--- src/hdl/asp_defs.vh ---
// Constants for the four-mode asynchronous serial port.
`ifndef ASP_DEFS_VH
`define ASP_DEFS_VH

// Register byte offsets.
`define ASP_OFS_BUFFER   12'h000
`define ASP_OFS_CONTROL  12'h004
`define ASP_OFS_STATUS   12'h008
`define ASP_OFS_MASK     12'h00c

// Control field positions.
`define ASP_CTL_MODE_LO  0
`define ASP_CTL_MODE_HI  1
`define ASP_CTL_RATE     2
`define ASP_CTL_AFE      3
`define ASP_CTL_REN      4
`define ASP_CTL_TXNINE   5
`define ASP_CTL_RXNINE   6
`define ASP_CTL_RESET    7'h00

// Status field positions, sticky flags cleared by writing one.
`define ASP_ST_TXDONE    0
`define ASP_ST_RXDONE    1
`define ASP_ST_OVERRUN   2
`define ASP_ST_TXBUSY    3
`define ASP_ST_RXBUSY    4
`define ASP_ST_RESET     3'h0
`define ASP_MASK_RESET   3'h0

// Mode codes.
`define ASP_MODE_SHIFT   2'h0
`define ASP_MODE_8BIT    2'h1
`define ASP_MODE_9FIX    2'h2
`define ASP_MODE_9VAR    2'h3

// Timing counts; shift and divider counts in oscillator cycles, sample counts in ticks.
`define ASP_SHIFT_DIV    12
`define ASP_SHIFT_HALF   6
`define ASP_DIV32_TICK   2
`define ASP_DIV64_TICK   4
`define ASP_OVERSAMPLE   16
`define ASP_SAMPLE_PHASE 8

`endif

--- src/hdl/asp_top.v ---
// APB-mapped four-mode serial port with shift mode and framed modes.
`timescale 1ns/1ps
`include "asp_defs.vh"

// What this block does
// - Framed modes transmit and receive simultaneously; mode 0 does one at a time.
// - Receive double buffered; late read loses byte.
// - Buffer write feeds transmitter; read returns receiver.
// - Mode 0: shift clock out, 8 bits LSB-first.
// - Mode 1: start, 8 data, stop; variable rate.
// - Mode 1 stores stop bit as ninth bit.
// - Mode 2: eleven bits, ninth from control.
// - Modes 2/3 store ninth bit, ignore stop.
// - Mode 2 rate: oscillator/32 or /64.
// - Mode 3: mode 2 framing, variable rate.
// - A buffer write starts a transmission unless the engine is busy.
// - Mode 0 receive needs flag clear, enable.
// - Framed receive starts on start bit, enabled.
// - Address filter: modes 2/3 accept only ninth bit one.
module asp_top (
   // Clock and reset.
   input  wire        sys_clk,
   input  wire        rst,
   // APB slave.
   input  wire        psel,
   input  wire        penable,
   input  wire        pwrite,
   input  wire [11:0] paddr,
   input  wire [31:0] pwdata,
   output reg  [31:0] prdata,
   output wire        pready,
   output wire        pslverr,
   // Timer overflow tick for modes 1 and 3.
   input  wire        baud_tick,
   // Serial pins.
   input  wire        rxd_in,
   output reg         rxd_out,
   output reg         rxd_oe,
   output wire        txd_out,
   // Interrupt.
   output wire        irq
);

   localparam [2:0] M0_IDLE = 3'b001;
   localparam [2:0] M0_TX   = 3'b010;
   localparam [2:0] M0_RX   = 3'b100;

   // Last divider count of each mode 2 rate; the tick falls on count zero.
   localparam integer DIV32_LAST = `ASP_DIV32_TICK - 1;
   localparam integer DIV64_LAST = `ASP_DIV64_TICK - 1;

   // Register file.
   reg  [6:0]  ctl_r;
   reg  [2:0]  stat_r;
   reg  [2:0]  stat_nxt;
   reg  [2:0]  mask_r;
   reg  [7:0]  rx_hold_r;
   reg  [7:0]  tx_data_r;

   // Rate generation.
   reg  [1:0]  div_r;
   reg         tick16;

   // Mode 0 shift engine.
   reg  [2:0]  m0_st_r;
   reg  [3:0]  m0_ph_r;
   reg  [2:0]  m0_bit_r;
   reg  [7:0]  m0_sh_r;
   reg         m0_tx_done;
   reg         m0_rx_done;
   reg         ftx_go_r;

   wire [1:0]  mode;
   wire        nine;
   wire        wr_en;
   wire        rd_setup;
   wire        sel_buf;
   wire        sel_ctl;
   wire        sel_stat;
   wire        sel_mask;
   wire        buf_wr;
   wire        ftx_busy;
   wire        ftx_done;
   wire        ftx_txd;
   wire        frx_busy;
   wire        frx_done;
   wire [7:0]  frx_data;
   wire        frx_bit9;
   wire        frx_keep;
   wire        m0_sclk;
   wire        m0_busy;
   wire        rx_set;
   wire        ovr_set;
   wire        m0_rx_ok;
   wire        tx_busy_any;
   wire        rx_busy_any;
   wire [1:0]  div_last;

   assign mode = ctl_r[`ASP_CTL_MODE_HI:`ASP_CTL_MODE_LO];
   assign nine = mode[1];

   // APB decode; every access completes without wait states.
   assign wr_en    = psel && penable && pwrite;
   assign rd_setup = psel && !penable && !pwrite;
   assign sel_buf  = (paddr == `ASP_OFS_BUFFER);
   assign sel_ctl  = (paddr == `ASP_OFS_CONTROL);
   assign sel_stat = (paddr == `ASP_OFS_STATUS);
   assign sel_mask = (paddr == `ASP_OFS_MASK);
   assign pready   = 1'b1;
   assign pslverr  = psel && penable && !(sel_buf || sel_ctl || sel_stat || sel_mask);

   assign buf_wr = wr_en && sel_buf;

   // Busy bits cover both engines, so software sees one view per direction.
   assign tx_busy_any = ftx_busy || (m0_st_r == M0_TX);
   assign rx_busy_any = frx_busy || (m0_st_r == M0_RX);

   // Read data is captured in the setup cycle and stands through the access.
   always @(posedge sys_clk or posedge rst) begin
      if (rst) begin
         prdata <= 32'h0000_0000;
      end else if (rd_setup) begin
         prdata <= 32'h0000_0000;
         if (sel_buf) begin
            prdata[7:0] <= rx_hold_r;
         end
         if (sel_ctl) begin
            prdata[6:0] <= ctl_r;
         end
         if (sel_stat) begin
            prdata[2:0]              <= stat_r;
            prdata[`ASP_ST_TXBUSY]   <= tx_busy_any;
            prdata[`ASP_ST_RXBUSY]   <= rx_busy_any;
         end
         if (sel_mask) begin
            prdata[2:0] <= mask_r;
         end
      end
   end

   // Control and mask registers; the received ninth bit is hardware owned.
   always @(posedge sys_clk or posedge rst) begin
      if (rst) begin
         ctl_r  <= `ASP_CTL_RESET;
         mask_r <= `ASP_MASK_RESET;
      end else begin
         if (wr_en && sel_ctl) begin
            ctl_r[5:0] <= pwdata[5:0];
         end
         if (wr_en && sel_mask) begin
            mask_r <= pwdata[2:0];
         end
         if (rx_set) begin
            // ninth bit or stop bit stored; a mode 0 receive clears it
            ctl_r[`ASP_CTL_RXNINE] <= frx_done ? frx_bit9 : 1'b0;
         end
      end
   end

   // Transmit data latch for the framed engine; mode 0 loads its shifter from the bus.
   always @(posedge sys_clk or posedge rst) begin
      if (rst) begin
         tx_data_r <= 8'h00;
      end else if (buf_wr && !m0_busy && !ftx_busy) begin
         tx_data_r <= pwdata[7:0];
      end
   end

   assign div_last = ctl_r[`ASP_CTL_RATE] ? DIV32_LAST[1:0] : DIV64_LAST[1:0];

   always @(posedge sys_clk or posedge rst) begin
      if (rst) begin
         div_r <= 2'h0;
      end else if (div_r == div_last) begin
         div_r <= 2'h0;
      end else begin
         div_r <= div_r + 2'h1;
      end
   end

   always @* begin
      case (mode)
         `ASP_MODE_9FIX: tick16 = (div_r == 2'h0);
         `ASP_MODE_8BIT: tick16 = baud_tick;
         `ASP_MODE_9VAR: tick16 = baud_tick;
         default:        tick16 = 1'b0;
      endcase
   end

   // Framed start is delayed one cycle so the data latch is settled.
   always @(posedge sys_clk or posedge rst) begin
      if (rst) begin
         ftx_go_r <= 1'b0;
      end else begin
         ftx_go_r <= buf_wr && (mode != `ASP_MODE_SHIFT) && !ftx_busy;
      end
   end

   asp_tx asp_tx_inst (
      .sys_clk (sys_clk),
      .rst     (rst),
      .tick    (tick16),
      .start   (ftx_go_r),
      .nine    (nine),
      .data    ({ctl_r[`ASP_CTL_TXNINE], tx_data_r}),
      .busy    (ftx_busy),
      .done    (ftx_done),
      .txd     (ftx_txd)
   );

   asp_rx asp_rx_inst (
      .sys_clk (sys_clk),
      .rst     (rst),
      .tick    (tick16),
      .en      (ctl_r[`ASP_CTL_REN]),
      .nine    (nine),
      .rxd     (rxd_in),
      .busy    (frx_busy),
      .done    (frx_done),
      .data    (frx_data),
      .bit9    (frx_bit9)
   );

   // Mode 0: the shift clock is low for the first half of each bit.
   assign m0_busy = (m0_st_r != M0_IDLE);
   assign m0_sclk = !m0_busy || (m0_ph_r >= `ASP_SHIFT_HALF);

   // The flag of a receive that just ended is set one cycle late
   // so the done pulse itself also blocks an immediate restart.
   assign m0_rx_ok = ctl_r[`ASP_CTL_REN] && !stat_r[`ASP_ST_RXDONE] && !m0_rx_done;

   // shift clock drives the output pin in mode 0, the framed transmitter in modes 1 to 3
   assign txd_out = (mode == `ASP_MODE_SHIFT) ? m0_sclk : ftx_txd;

   always @(posedge sys_clk or posedge rst) begin
      if (rst) begin
         m0_st_r    <= M0_IDLE;
         m0_ph_r    <= 4'h0;
         m0_bit_r   <= 3'h0;
         m0_sh_r    <= 8'h00;
         m0_tx_done <= 1'b0;
         m0_rx_done <= 1'b0;
      end else begin
         m0_tx_done <= 1'b0;
         m0_rx_done <= 1'b0;
         case (m0_st_r)
            M0_IDLE: begin
               m0_ph_r  <= 4'h0;
               m0_bit_r <= 3'h0;
               if (mode == `ASP_MODE_SHIFT) begin
                  if (buf_wr) begin
                     m0_sh_r <= pwdata[7:0];
                     m0_st_r <= M0_TX;
                  end else if (m0_rx_ok) begin
                     m0_st_r <= M0_RX;
                  end
               end
            end
            M0_TX, M0_RX: begin
               // Receive samples on the rising shift clock edge.
               if (m0_st_r == M0_RX && m0_ph_r == `ASP_SHIFT_HALF) begin
                  m0_sh_r <= {rxd_in, m0_sh_r[7:1]};
               end
               if (m0_ph_r == `ASP_SHIFT_DIV - 1) begin
                  m0_ph_r  <= 4'h0;
                  m0_bit_r <= m0_bit_r + 3'h1;
                  if (m0_st_r == M0_TX) begin
                     m0_sh_r <= {1'b1, m0_sh_r[7:1]};
                  end
                  if (m0_bit_r == 3'h7) begin
                     m0_tx_done <= (m0_st_r == M0_TX);
                     m0_rx_done <= (m0_st_r == M0_RX);
                     m0_st_r    <= M0_IDLE;
                  end
               end else begin
                  m0_ph_r <= m0_ph_r + 4'h1;
               end
            end
            default: begin
               m0_st_r <= M0_IDLE;
            end
         endcase
      end
   end

   // Data pin is driven only while mode 0 shifts out.
   always @(posedge sys_clk or posedge rst) begin
      if (rst) begin
         rxd_out <= 1'b1;
         rxd_oe  <= 1'b0;
      end else begin
         rxd_out <= (m0_st_r == M0_TX) ? m0_sh_r[0] : 1'b1;
         rxd_oe  <= (m0_st_r == M0_TX);
      end
   end

   // address filter drops 9-bit frames with ninth bit clear
   assign frx_keep = !(nine && ctl_r[`ASP_CTL_AFE] && !frx_bit9);

   // second byte lost while the first is unread
   assign ovr_set = frx_done && frx_keep && stat_r[`ASP_ST_RXDONE];
   assign rx_set  = (frx_done && frx_keep && !stat_r[`ASP_ST_RXDONE]) || m0_rx_done;

   always @(posedge sys_clk or posedge rst) begin
      if (rst) begin
         rx_hold_r <= 8'h00;
      end else if (rx_set) begin
         rx_hold_r <= frx_done ? frx_data : m0_sh_r;
      end
   end

   // sticky flags, a set wins over a clear
   always @* begin
      stat_nxt = stat_r;
      if (wr_en && sel_stat) begin
         stat_nxt = stat_r & ~pwdata[2:0];
      end
      if (ftx_done || m0_tx_done) begin
         stat_nxt[`ASP_ST_TXDONE] = 1'b1;
      end
      if (rx_set) begin
         stat_nxt[`ASP_ST_RXDONE] = 1'b1;
      end
      if (ovr_set) begin
         stat_nxt[`ASP_ST_OVERRUN] = 1'b1;
      end
   end

   always @(posedge sys_clk or posedge rst) begin
      if (rst) begin
         stat_r <= `ASP_ST_RESET;
      end else begin
         stat_r <= stat_nxt;
      end
   end

   assign irq = |(stat_r & mask_r);

endmodule

--- src/hdl/asp_tx.v ---
// Framed transmitter for the 10-bit and 11-bit asynchronous modes.
`timescale 1ns/1ps
`include "asp_defs.vh"

module asp_tx (
   // Clock and reset.
   input  wire       sys_clk,
   input  wire       rst,
   // Oversample tick and frame request.
   input  wire       tick,
   input  wire       start,
   input  wire       nine,
   input  wire [8:0] data,
   // Status and line.
   output wire       busy,
   output reg        done,
   output wire       txd
);

   reg  [10:0] sh_r;
   reg  [3:0]  ph_r;
   reg  [3:0]  left_r;

   assign busy = (left_r != 4'h0);
   assign txd  = busy ? sh_r[0] : 1'b1;

   always @(posedge sys_clk or posedge rst) begin
      if (rst) begin
         sh_r   <= 11'h7ff;
         ph_r   <= 4'h0;
         left_r <= 4'h0;
         done   <= 1'b0;
      end else begin
         done <= 1'b0;
         if (start && !busy) begin
            // Start bit low, data LSB first, optional ninth bit, stop high.
            sh_r   <= nine ? {1'b1, data[8], data[7:0], 1'b0}
                           : {2'b11, data[7:0], 1'b0};
            left_r <= nine ? 4'd11 : 4'd10;
            ph_r   <= 4'h0;
         end else if (busy && tick) begin
            ph_r <= ph_r + 4'h1;
            if (ph_r == 4'hf) begin
               sh_r   <= {1'b1, sh_r[10:1]};
               left_r <= left_r - 4'h1;
               done   <= (left_r == 4'h1);
            end
         end
      end
   end

endmodule

--- src/hdl/asp_rx.v ---
// Framed receiver with start-bit detection and mid-bit sampling.
`timescale 1ns/1ps
`include "asp_defs.vh"

module asp_rx (
   // Clock and reset.
   input  wire       sys_clk,
   input  wire       rst,
   // Oversample tick, enable and line.
   input  wire       tick,
   input  wire       en,
   input  wire       nine,
   input  wire       rxd,
   // Received frame.
   output wire       busy,
   output reg        done,
   output reg  [7:0] data,
   output reg        bit9
);

   reg  [9:0] sh_r;
   reg  [3:0] ph_r;
   reg  [3:0] idx_r;
   reg        act_r;

   assign busy = act_r;

   always @(posedge sys_clk or posedge rst) begin
      if (rst) begin
         sh_r  <= 10'h000;
         ph_r  <= 4'h0;
         idx_r <= 4'h0;
         act_r <= 1'b0;
         done  <= 1'b0;
         data  <= 8'h00;
         bit9  <= 1'b0;
      end else begin
         done <= 1'b0;
         if (!act_r) begin
            // A low line at a tick is taken as a start bit.
            if (en && tick && !rxd) begin
               act_r <= 1'b1;
               ph_r  <= 4'h1;
               idx_r <= 4'h0;
            end
         end else if (tick) begin
            ph_r <= ph_r + 4'h1;
            if (ph_r == `ASP_SAMPLE_PHASE) begin
               if (idx_r == 4'h0 && rxd) begin
                  // Glitch, not a start bit.
                  act_r <= 1'b0;
               end else begin
                  sh_r  <= {rxd, sh_r[9:1]};
                  idx_r <= idx_r + 4'h1;
                  if (idx_r == (nine ? 4'd10 : 4'd9)) begin
                     act_r <= 1'b0;
                     done  <= 1'b1;
                     // Ninth bit, or the stop bit for 10-bit frames.
                     data  <= nine ? sh_r[8:1] : sh_r[9:2];
                     bit9  <= nine ? sh_r[9] : rxd;
                  end
               end
            end
         end
      end
   end

endmodule

--- config.mk ---
export PLATFORM = sky130hd
export DESIGN_NAME = asp_top
export DESIGN_NICKNAME = d
export VERILOG_FILES = /design/src/hdl/asp_top.v /design/src/hdl/asp_tx.v /design/src/hdl/asp_rx.v
export VERILOG_INCLUDE_DIRS = /design/src /design/src/hdl
export SDC_FILE = /design/constraint.sdc
export NUM_CORES = 1
export LEC_CHECK = 0
export ABC_AREA = 0
export BUFFER_PORTS_ARGS = -buffer_cell sky130_fd_sc_hd__buf_2
export CAP_MARGIN = 0
export CORE_AREA = 2 2 102 104
export CTS_BUF_LIST = sky130_fd_sc_hd__clkbuf_8
export CTS_CLUSTER_SIZE = 8
export DETAILED_ROUTE_END_ITERATION = 16
export DIE_AREA = 0 0 104 106
export PLACE_DENSITY = 0.79
export SYNTH_ARGS = -nofsm -noshare
export SYNTH_HDL_FRONTEND = slang
export SYNTH_SLANG_ARGS = --single-unit
--- constraint.sdc ---
create_clock -name sys_clk -period 4.6 [get_ports sys_clk]
set_input_delay 0.69 -clock sys_clk [delete_from_list [all_inputs] [get_ports sys_clk]]
set_output_delay 0.69 -clock sys_clk [all_outputs]
set_load 0.02 [all_outputs]
# Word level (Yosys, flattened, before mapping)
# Index checks and enable logic that the tools add are counted.
# W data, S select, Z words.
# totals
romBits	0
in_bits	51
out_inout_bits	38
memories	0
regBits	111
ramBits	0
elab_cells	209
latch_bits	0
# op_classes
n_lt_le_gt_ge	1
n_addsub	7
n_bitwise	4
shifts	0
multipliers	0
div	0
mux	73
eq_ne	26
n_reduce_logical	68
# ops
cell	n
$mux W8	8
$mux W4	14
$mux W11	3
$mux W1	29
$logic_and A1 B1 Y1	26
$eq A12 B4 Y1 const B	2
$mux W3	8
$add A4 B1 Y4 const B	4
$pmux W8 S2	1
$reduce_bool A2 Y1	8
$eq A12 B3 Y1 const B	1
$eq A4 B4 Y1 const B	3
$logic_not A12 Y1	1
$ne A2 B2 Y1 const B	6
$pmux W3 S2	2
$reduce_and A4 Y1	3
$logic_not A1 Y1	10
$mux W10	1
$logic_or A1 B1 Y1	8
$pmux W4 S2	1
$mux W7	1
$and A3 B3 Y3	2
$eq A3 B3 Y1 const B	2
$mux W2	3
27 further kinds	32

# Logic depth before layout (Yosys ltp)
# depth
depth_word	7
ltp_mapped	8
ltp_nobuf	6

# Cells and area by module
# Synthesis repeated with hierarchy kept, for this count alone.
# unflattened
cells_unflattened	513
area_unflattened_um2	5711.7
# by_module_without_submodules
mod	seq_area_each_um2	area_each_um2	cells_per_inst	n_inst
asp_top	1554.0	3241.9	289	1
asp_rx	700.7	1435.1	123	1
asp_tx	488.0	1034.7	101	1

# Least setup slack after synthesis
# OpenSTA, ideal clock, no wires.
# synth_timing
path_type	in2out
start	in paddr[9]
end	out pslverr
path_stages	4
slack_ps	1782
n_path_buf	1
arrival_ps	2128
required_time_ps	3910
cell_sequence	or4_1 > buf_2 > or4_4 > and3_1
# synth_via
elab_chain_cells	6
word_cells_on_any_way	9
cone_classes	eq/ne (3); reduce/logical (6)
# synth_lines
element	line	rtl
from (decl)	asp_top.v:28	input wire [11:0] paddr,
$eq A12 B3 Y1 (no line) or $logic_not A12 Y1 (tied branches)	-	
$logic_or A1 B1 Y1 (2 in a row)	asp_top.v:110	assign pslverr = psel && penable && !(sel_buf || sel_ctl || sel_stat || sel_mask);
$logic_or A1 B1 Y1 *	asp_top.v:110	
$logic_not A1 Y1 *	asp_top.v:110	
$logic_and A1 B1 Y1 *	asp_top.v:110	
to (decl)	asp_top.v:32	output wire pslverr,
# Every way passes the cells marked *; elsewhere a longest branch is shown, timed or not.

# Worst setup path after layout
# Same ends and word-level chain as after synthesis.

==> impl_metrics.py <==
metrics = {
    "power": {
        "p_leak_nw": 2.80,
        "peakVddDrop_uv": 192,
        "p_total_mw": 1.71,
        "power_density_nw_per_um2": 278,
    },
    "final_layout": {
        "num-nets-final": 637,
        "area_delta_synth_final_pct": 7.25,
        "drive_above_1_share_pct": 20.2,
        "post-route-cell-area_um2": 6160,
        "final_cells": 715,
        "fill_cells": 813,
        "utilization_pct": 61.6,
        "num_antenna_cells": 0,
    },
    "setup_path": {
        "crit_top_cell": "buf_2",
        "worst-setup-path-type": "input pin to primary output",
        "cp_slowest_cell": "or4_1",
        "crit_fanout": 8,
        "required_ps": 3910,
        "critPathTopFamily": "simple AND/OR/NAND/NOR gates",
        "cp_data_arrival_time_ps": 2440,
        "timing.rr.end": "asp_tx_inst.left_r[1]",
        "reg2reg_from": "div_r[1]",
        "cp-end-kind": "primary output",
        "reg2regPathDepth": 6,
        "max_stage_delay_ps": 710,
        "critPathBufInv": 2,
        "startpoint": "paddr[9]",
        "start_kind": "input pin",
        "cp_cell_sequence": "buf_2 > or4_1 > or4_4 > and3_1 > buf_2",
        "ff2ff_setup_slack_ps": 2060,
    },
    "min_path": {
        "hold_depth": 1,
        "holdPathEnd": "div_r[0]",
        "hold_start": "div_r[0]",
        "hold_path_class": "flip-flop to flip-flop",
    },
    "clock_tree": {
        "cts_buffer_depth": 2,
        "htreeDepth": 3,
        "cts_made_buffers": 9,
        "cts_tree": "yes",
        "cts_setup_buffers": 0,
        "cts.clk_slew.worst_paths_ps": 90,
        "cts_hold_buffers": 0,
        "clkSinkCount": 109,
        "clk_latency_ps": 370,
        "cts_root_buf": "clkbuf_8",
        "cts_resized": 0,
    },
    "drt": {
        "drc": 0,
        "routed_wl_um": 12500,
        "first_pass_iters": 5,
        "avgViaCountPerCell": 5.99,
        "dr_total_vias": 4282,
        "drtAntennaViolNets": 0,
        "drtIter0Drc": 276,
        "wire_per_inst_um": 17.4,
    },
    "yosys": {
        "ys_ff_latch": 109,
        "syn_avg_cell_area_um2": 10.4,
        "async_reset_ff_share_pct": 100,
        "yosys_warnings": 0,
        "synthFlopType": "dfrtp_1",
        "yosysUniqueCellTypes": 63,
        "synth_edf_count": 0,
        "syn_inst": 550,
        "ys_seq_area_share_pct": 47.7,
        "syn_area_um2": 5750,
    },
    "global_routing": {
        "grt_pass1_vias": 4085,
        "antenna_found_initial": 0,
        "globalRouteOverflowTotal": 0,
        "grt_usage_pct": 23.7,
        "grt_max_degree": 73,
        "grt_pass1_wl_um": 20800,
    },
    "sta": {
        "max_freq_mhz": 320,
        "fin_crit_sh_pct": 67.9,
        "rsz0062_at_grt": "false",
        "skew_ps": 7.15,
        "final.setup.worst_slack_ps": 1470,
        "setup_viol": 0,
        "timing.hold.ws_ps": 437,
        "finalHoldViolations": 0,
        "tightestPinTransition_ps": 1190,
        "relSlewSlack_pct": 20.9,
        "drv_slew": 0,
        "tns_ps": 0,
        "min_period_ps": 3130,
    },
    "flow_run": {
        "cap_violations": 0,
    },
    "place": {
        "gp_congestion": 0.872,
        "dp.cells": 699,
        "placed_area_um2": 5940,
        "dp_hpwl_um": 8850,
        "portBuffers": 39,
        "place_ws_ps": 1330,
    },
    "floorplanning": {
        "fp.dieW_um": 104,
        "rows": 37,
        "io_pins": 89,
        "core_um2": 10000,
        "die_area_um2": 11000,
        "start_util_pct": 57.5,
        "die_h_um": 106,
    },
    "status": {
        "status": "complete, no violations",
    },
}
[worst max path at each step]
stage,to,slack (ps),depth (start not counted)
floorplan,asp_rx_inst.bit9,1060,1
global placement,tx_data_r[5],1380,5
detailed placement,tx_data_r[4],1330,5
CTS,pslverr,1470,5
global route,pslverr,1430,5
finish,pslverr,1470,5
[routing by layer]
metal | share of wire [%] | vias up | GRT usage [%]
li1 | - | 2003 | -
met1 | 43 | 2109 | 31.2
met2 | 49 | 140 | 38.8
met3 | 5.4 | 30 | 4.97
met4 | 2.6 | 0 | 9.17
met5 | 0 | - | 0
[cell families (layout without fill, tap and decap cells)]
| family | Yosys count | after routing | synth area share, % |
|---|---|---|---|
| flip-flops | 109 | 109 | 47.7 |
| other | 2 | 25 | 0.131 |
| buffers and inverters | 75 | 81 | 6.88 |
| AO/OA/AOI/OAI | 122 | 122 | 15.2 |
| AND/OR/NAND/NOR | 172 | 172 | 16.2 |
| XOR/XNOR | 6 | 6 | 0.915 |
| adder cells (fa/ha/maj) | 12 | 12 | 2.61 |
| multiplexers | 52 | 52 | 10.3 |
[synth_stat cells (all sizes together) (2+ instances only)]
cell type | instances | area share [%]
a21o | 4 | 0.52
nor4 | 3 | 0.59
and3 | 4 | 0.44
nand3 | 22 | 1.9
or3 | 2 | 0.22
or4b | 3 | 0.52
a2bb2oi | 2 | 0.30
and3b | 3 | 0.46
and2 | 2 | 0.22
nor3 | 30 | 2.7
a22o | 4 | 0.61
a2111oi | 9 | 2.4
a31oi | 10 | 1.1
mux2 | 29 | 5.7
ha | 12 | 2.6
xnor2 | 4 | 0.61
a311oi | 2 | 0.30
nand3b | 7 | 0.91
o22ai | 10 | 1.1
clkbuf | 16 | 1.0
buf | 39 | 4.5
nor4bb | 2 | 0.35
dfstp | 12 | 5.5
o21ai | 28 | 2.4
nor2 | 16 | 1.0
a211oi | 2 | 0.26
xor2 | 2 | 0.30
mux2i | 20 | 3.5
inv | 20 | 1.3
mux4 | 3 | 1.2
or4 | 6 | 0.91
a211o | 3 | 0.46
conb | 2 | 0.13
o211ai | 13 | 1.7
nand2 | 52 | 3.4
o31a | 2 | 0.30
a21oi | 24 | 2.3
o31ai | 2 | 0.26
dfrtp | 97 | 42
or3b | 6 | 0.91
nand2b | 9 | 0.98
nor3b | 2 | 0.26
[flip-flops by register name, indices dropped and copies added (netlist names), 7 cells and up]
name / cells
asp_rx_inst.data: 8
asp_tx_inst.sh_r: 10
ctl_r: 7
tx_data_r: 8
asp_rx_inst.sh_r: 9
rx_hold_r: 8
m0_sh_r: 8
prdata: 8
[worst register-to-register path: cells and delay by family, from the launching register on]
family / cells / cell delay, ps
compound gates: 2 / 1270
flops: 1 / 410
simple gates: 1 / 360
mux: 1 / 170
fa+ha+maj: 1 / 160
buf+inv: 1 / 70
[area by class of cell]
class / instances / area, um2 / share of cell area (%)
Sequential cell: 109 / 2740 / 44.5
Multi-Input combinational cell: 389 / 2710 / 43.9
Timing Repair Buffer: 45 / 240 / 3.90
Tap cell: 136 / 170 / 2.76
Clock buffer: 11 / 151 / 2.46
Inverter: 20 / 77.6 / 1.26
Clock inverter: 5 / 73.8 / 1.20
[power by group]
part	leakage [nW]	switching, mW	internal (mW)
logic	1.24	0.0657	0.0239
registers	1.43	0.00775	0.964
clock network	0.121	0.316	0.333
[layout by cell type, fill, tap and decap left out, drive strengths merged, types with 21 or more instances in the layout]
| master | netlist | final |
|---|---|---|
| a21oi | 24 | 24 |
| buf | 39 | 45 |
| conb | 2 | 25 |
| dfrtp | 97 | 97 |
| inv | 20 | 21 |
| mux2 | 29 | 29 |
| nand2 | 52 | 52 |
| nand3 | 22 | 22 |
| nor3 | 30 | 30 |
| o21ai | 28 | 28 |
Note: power is estimated with default switching activity, not from simulation.
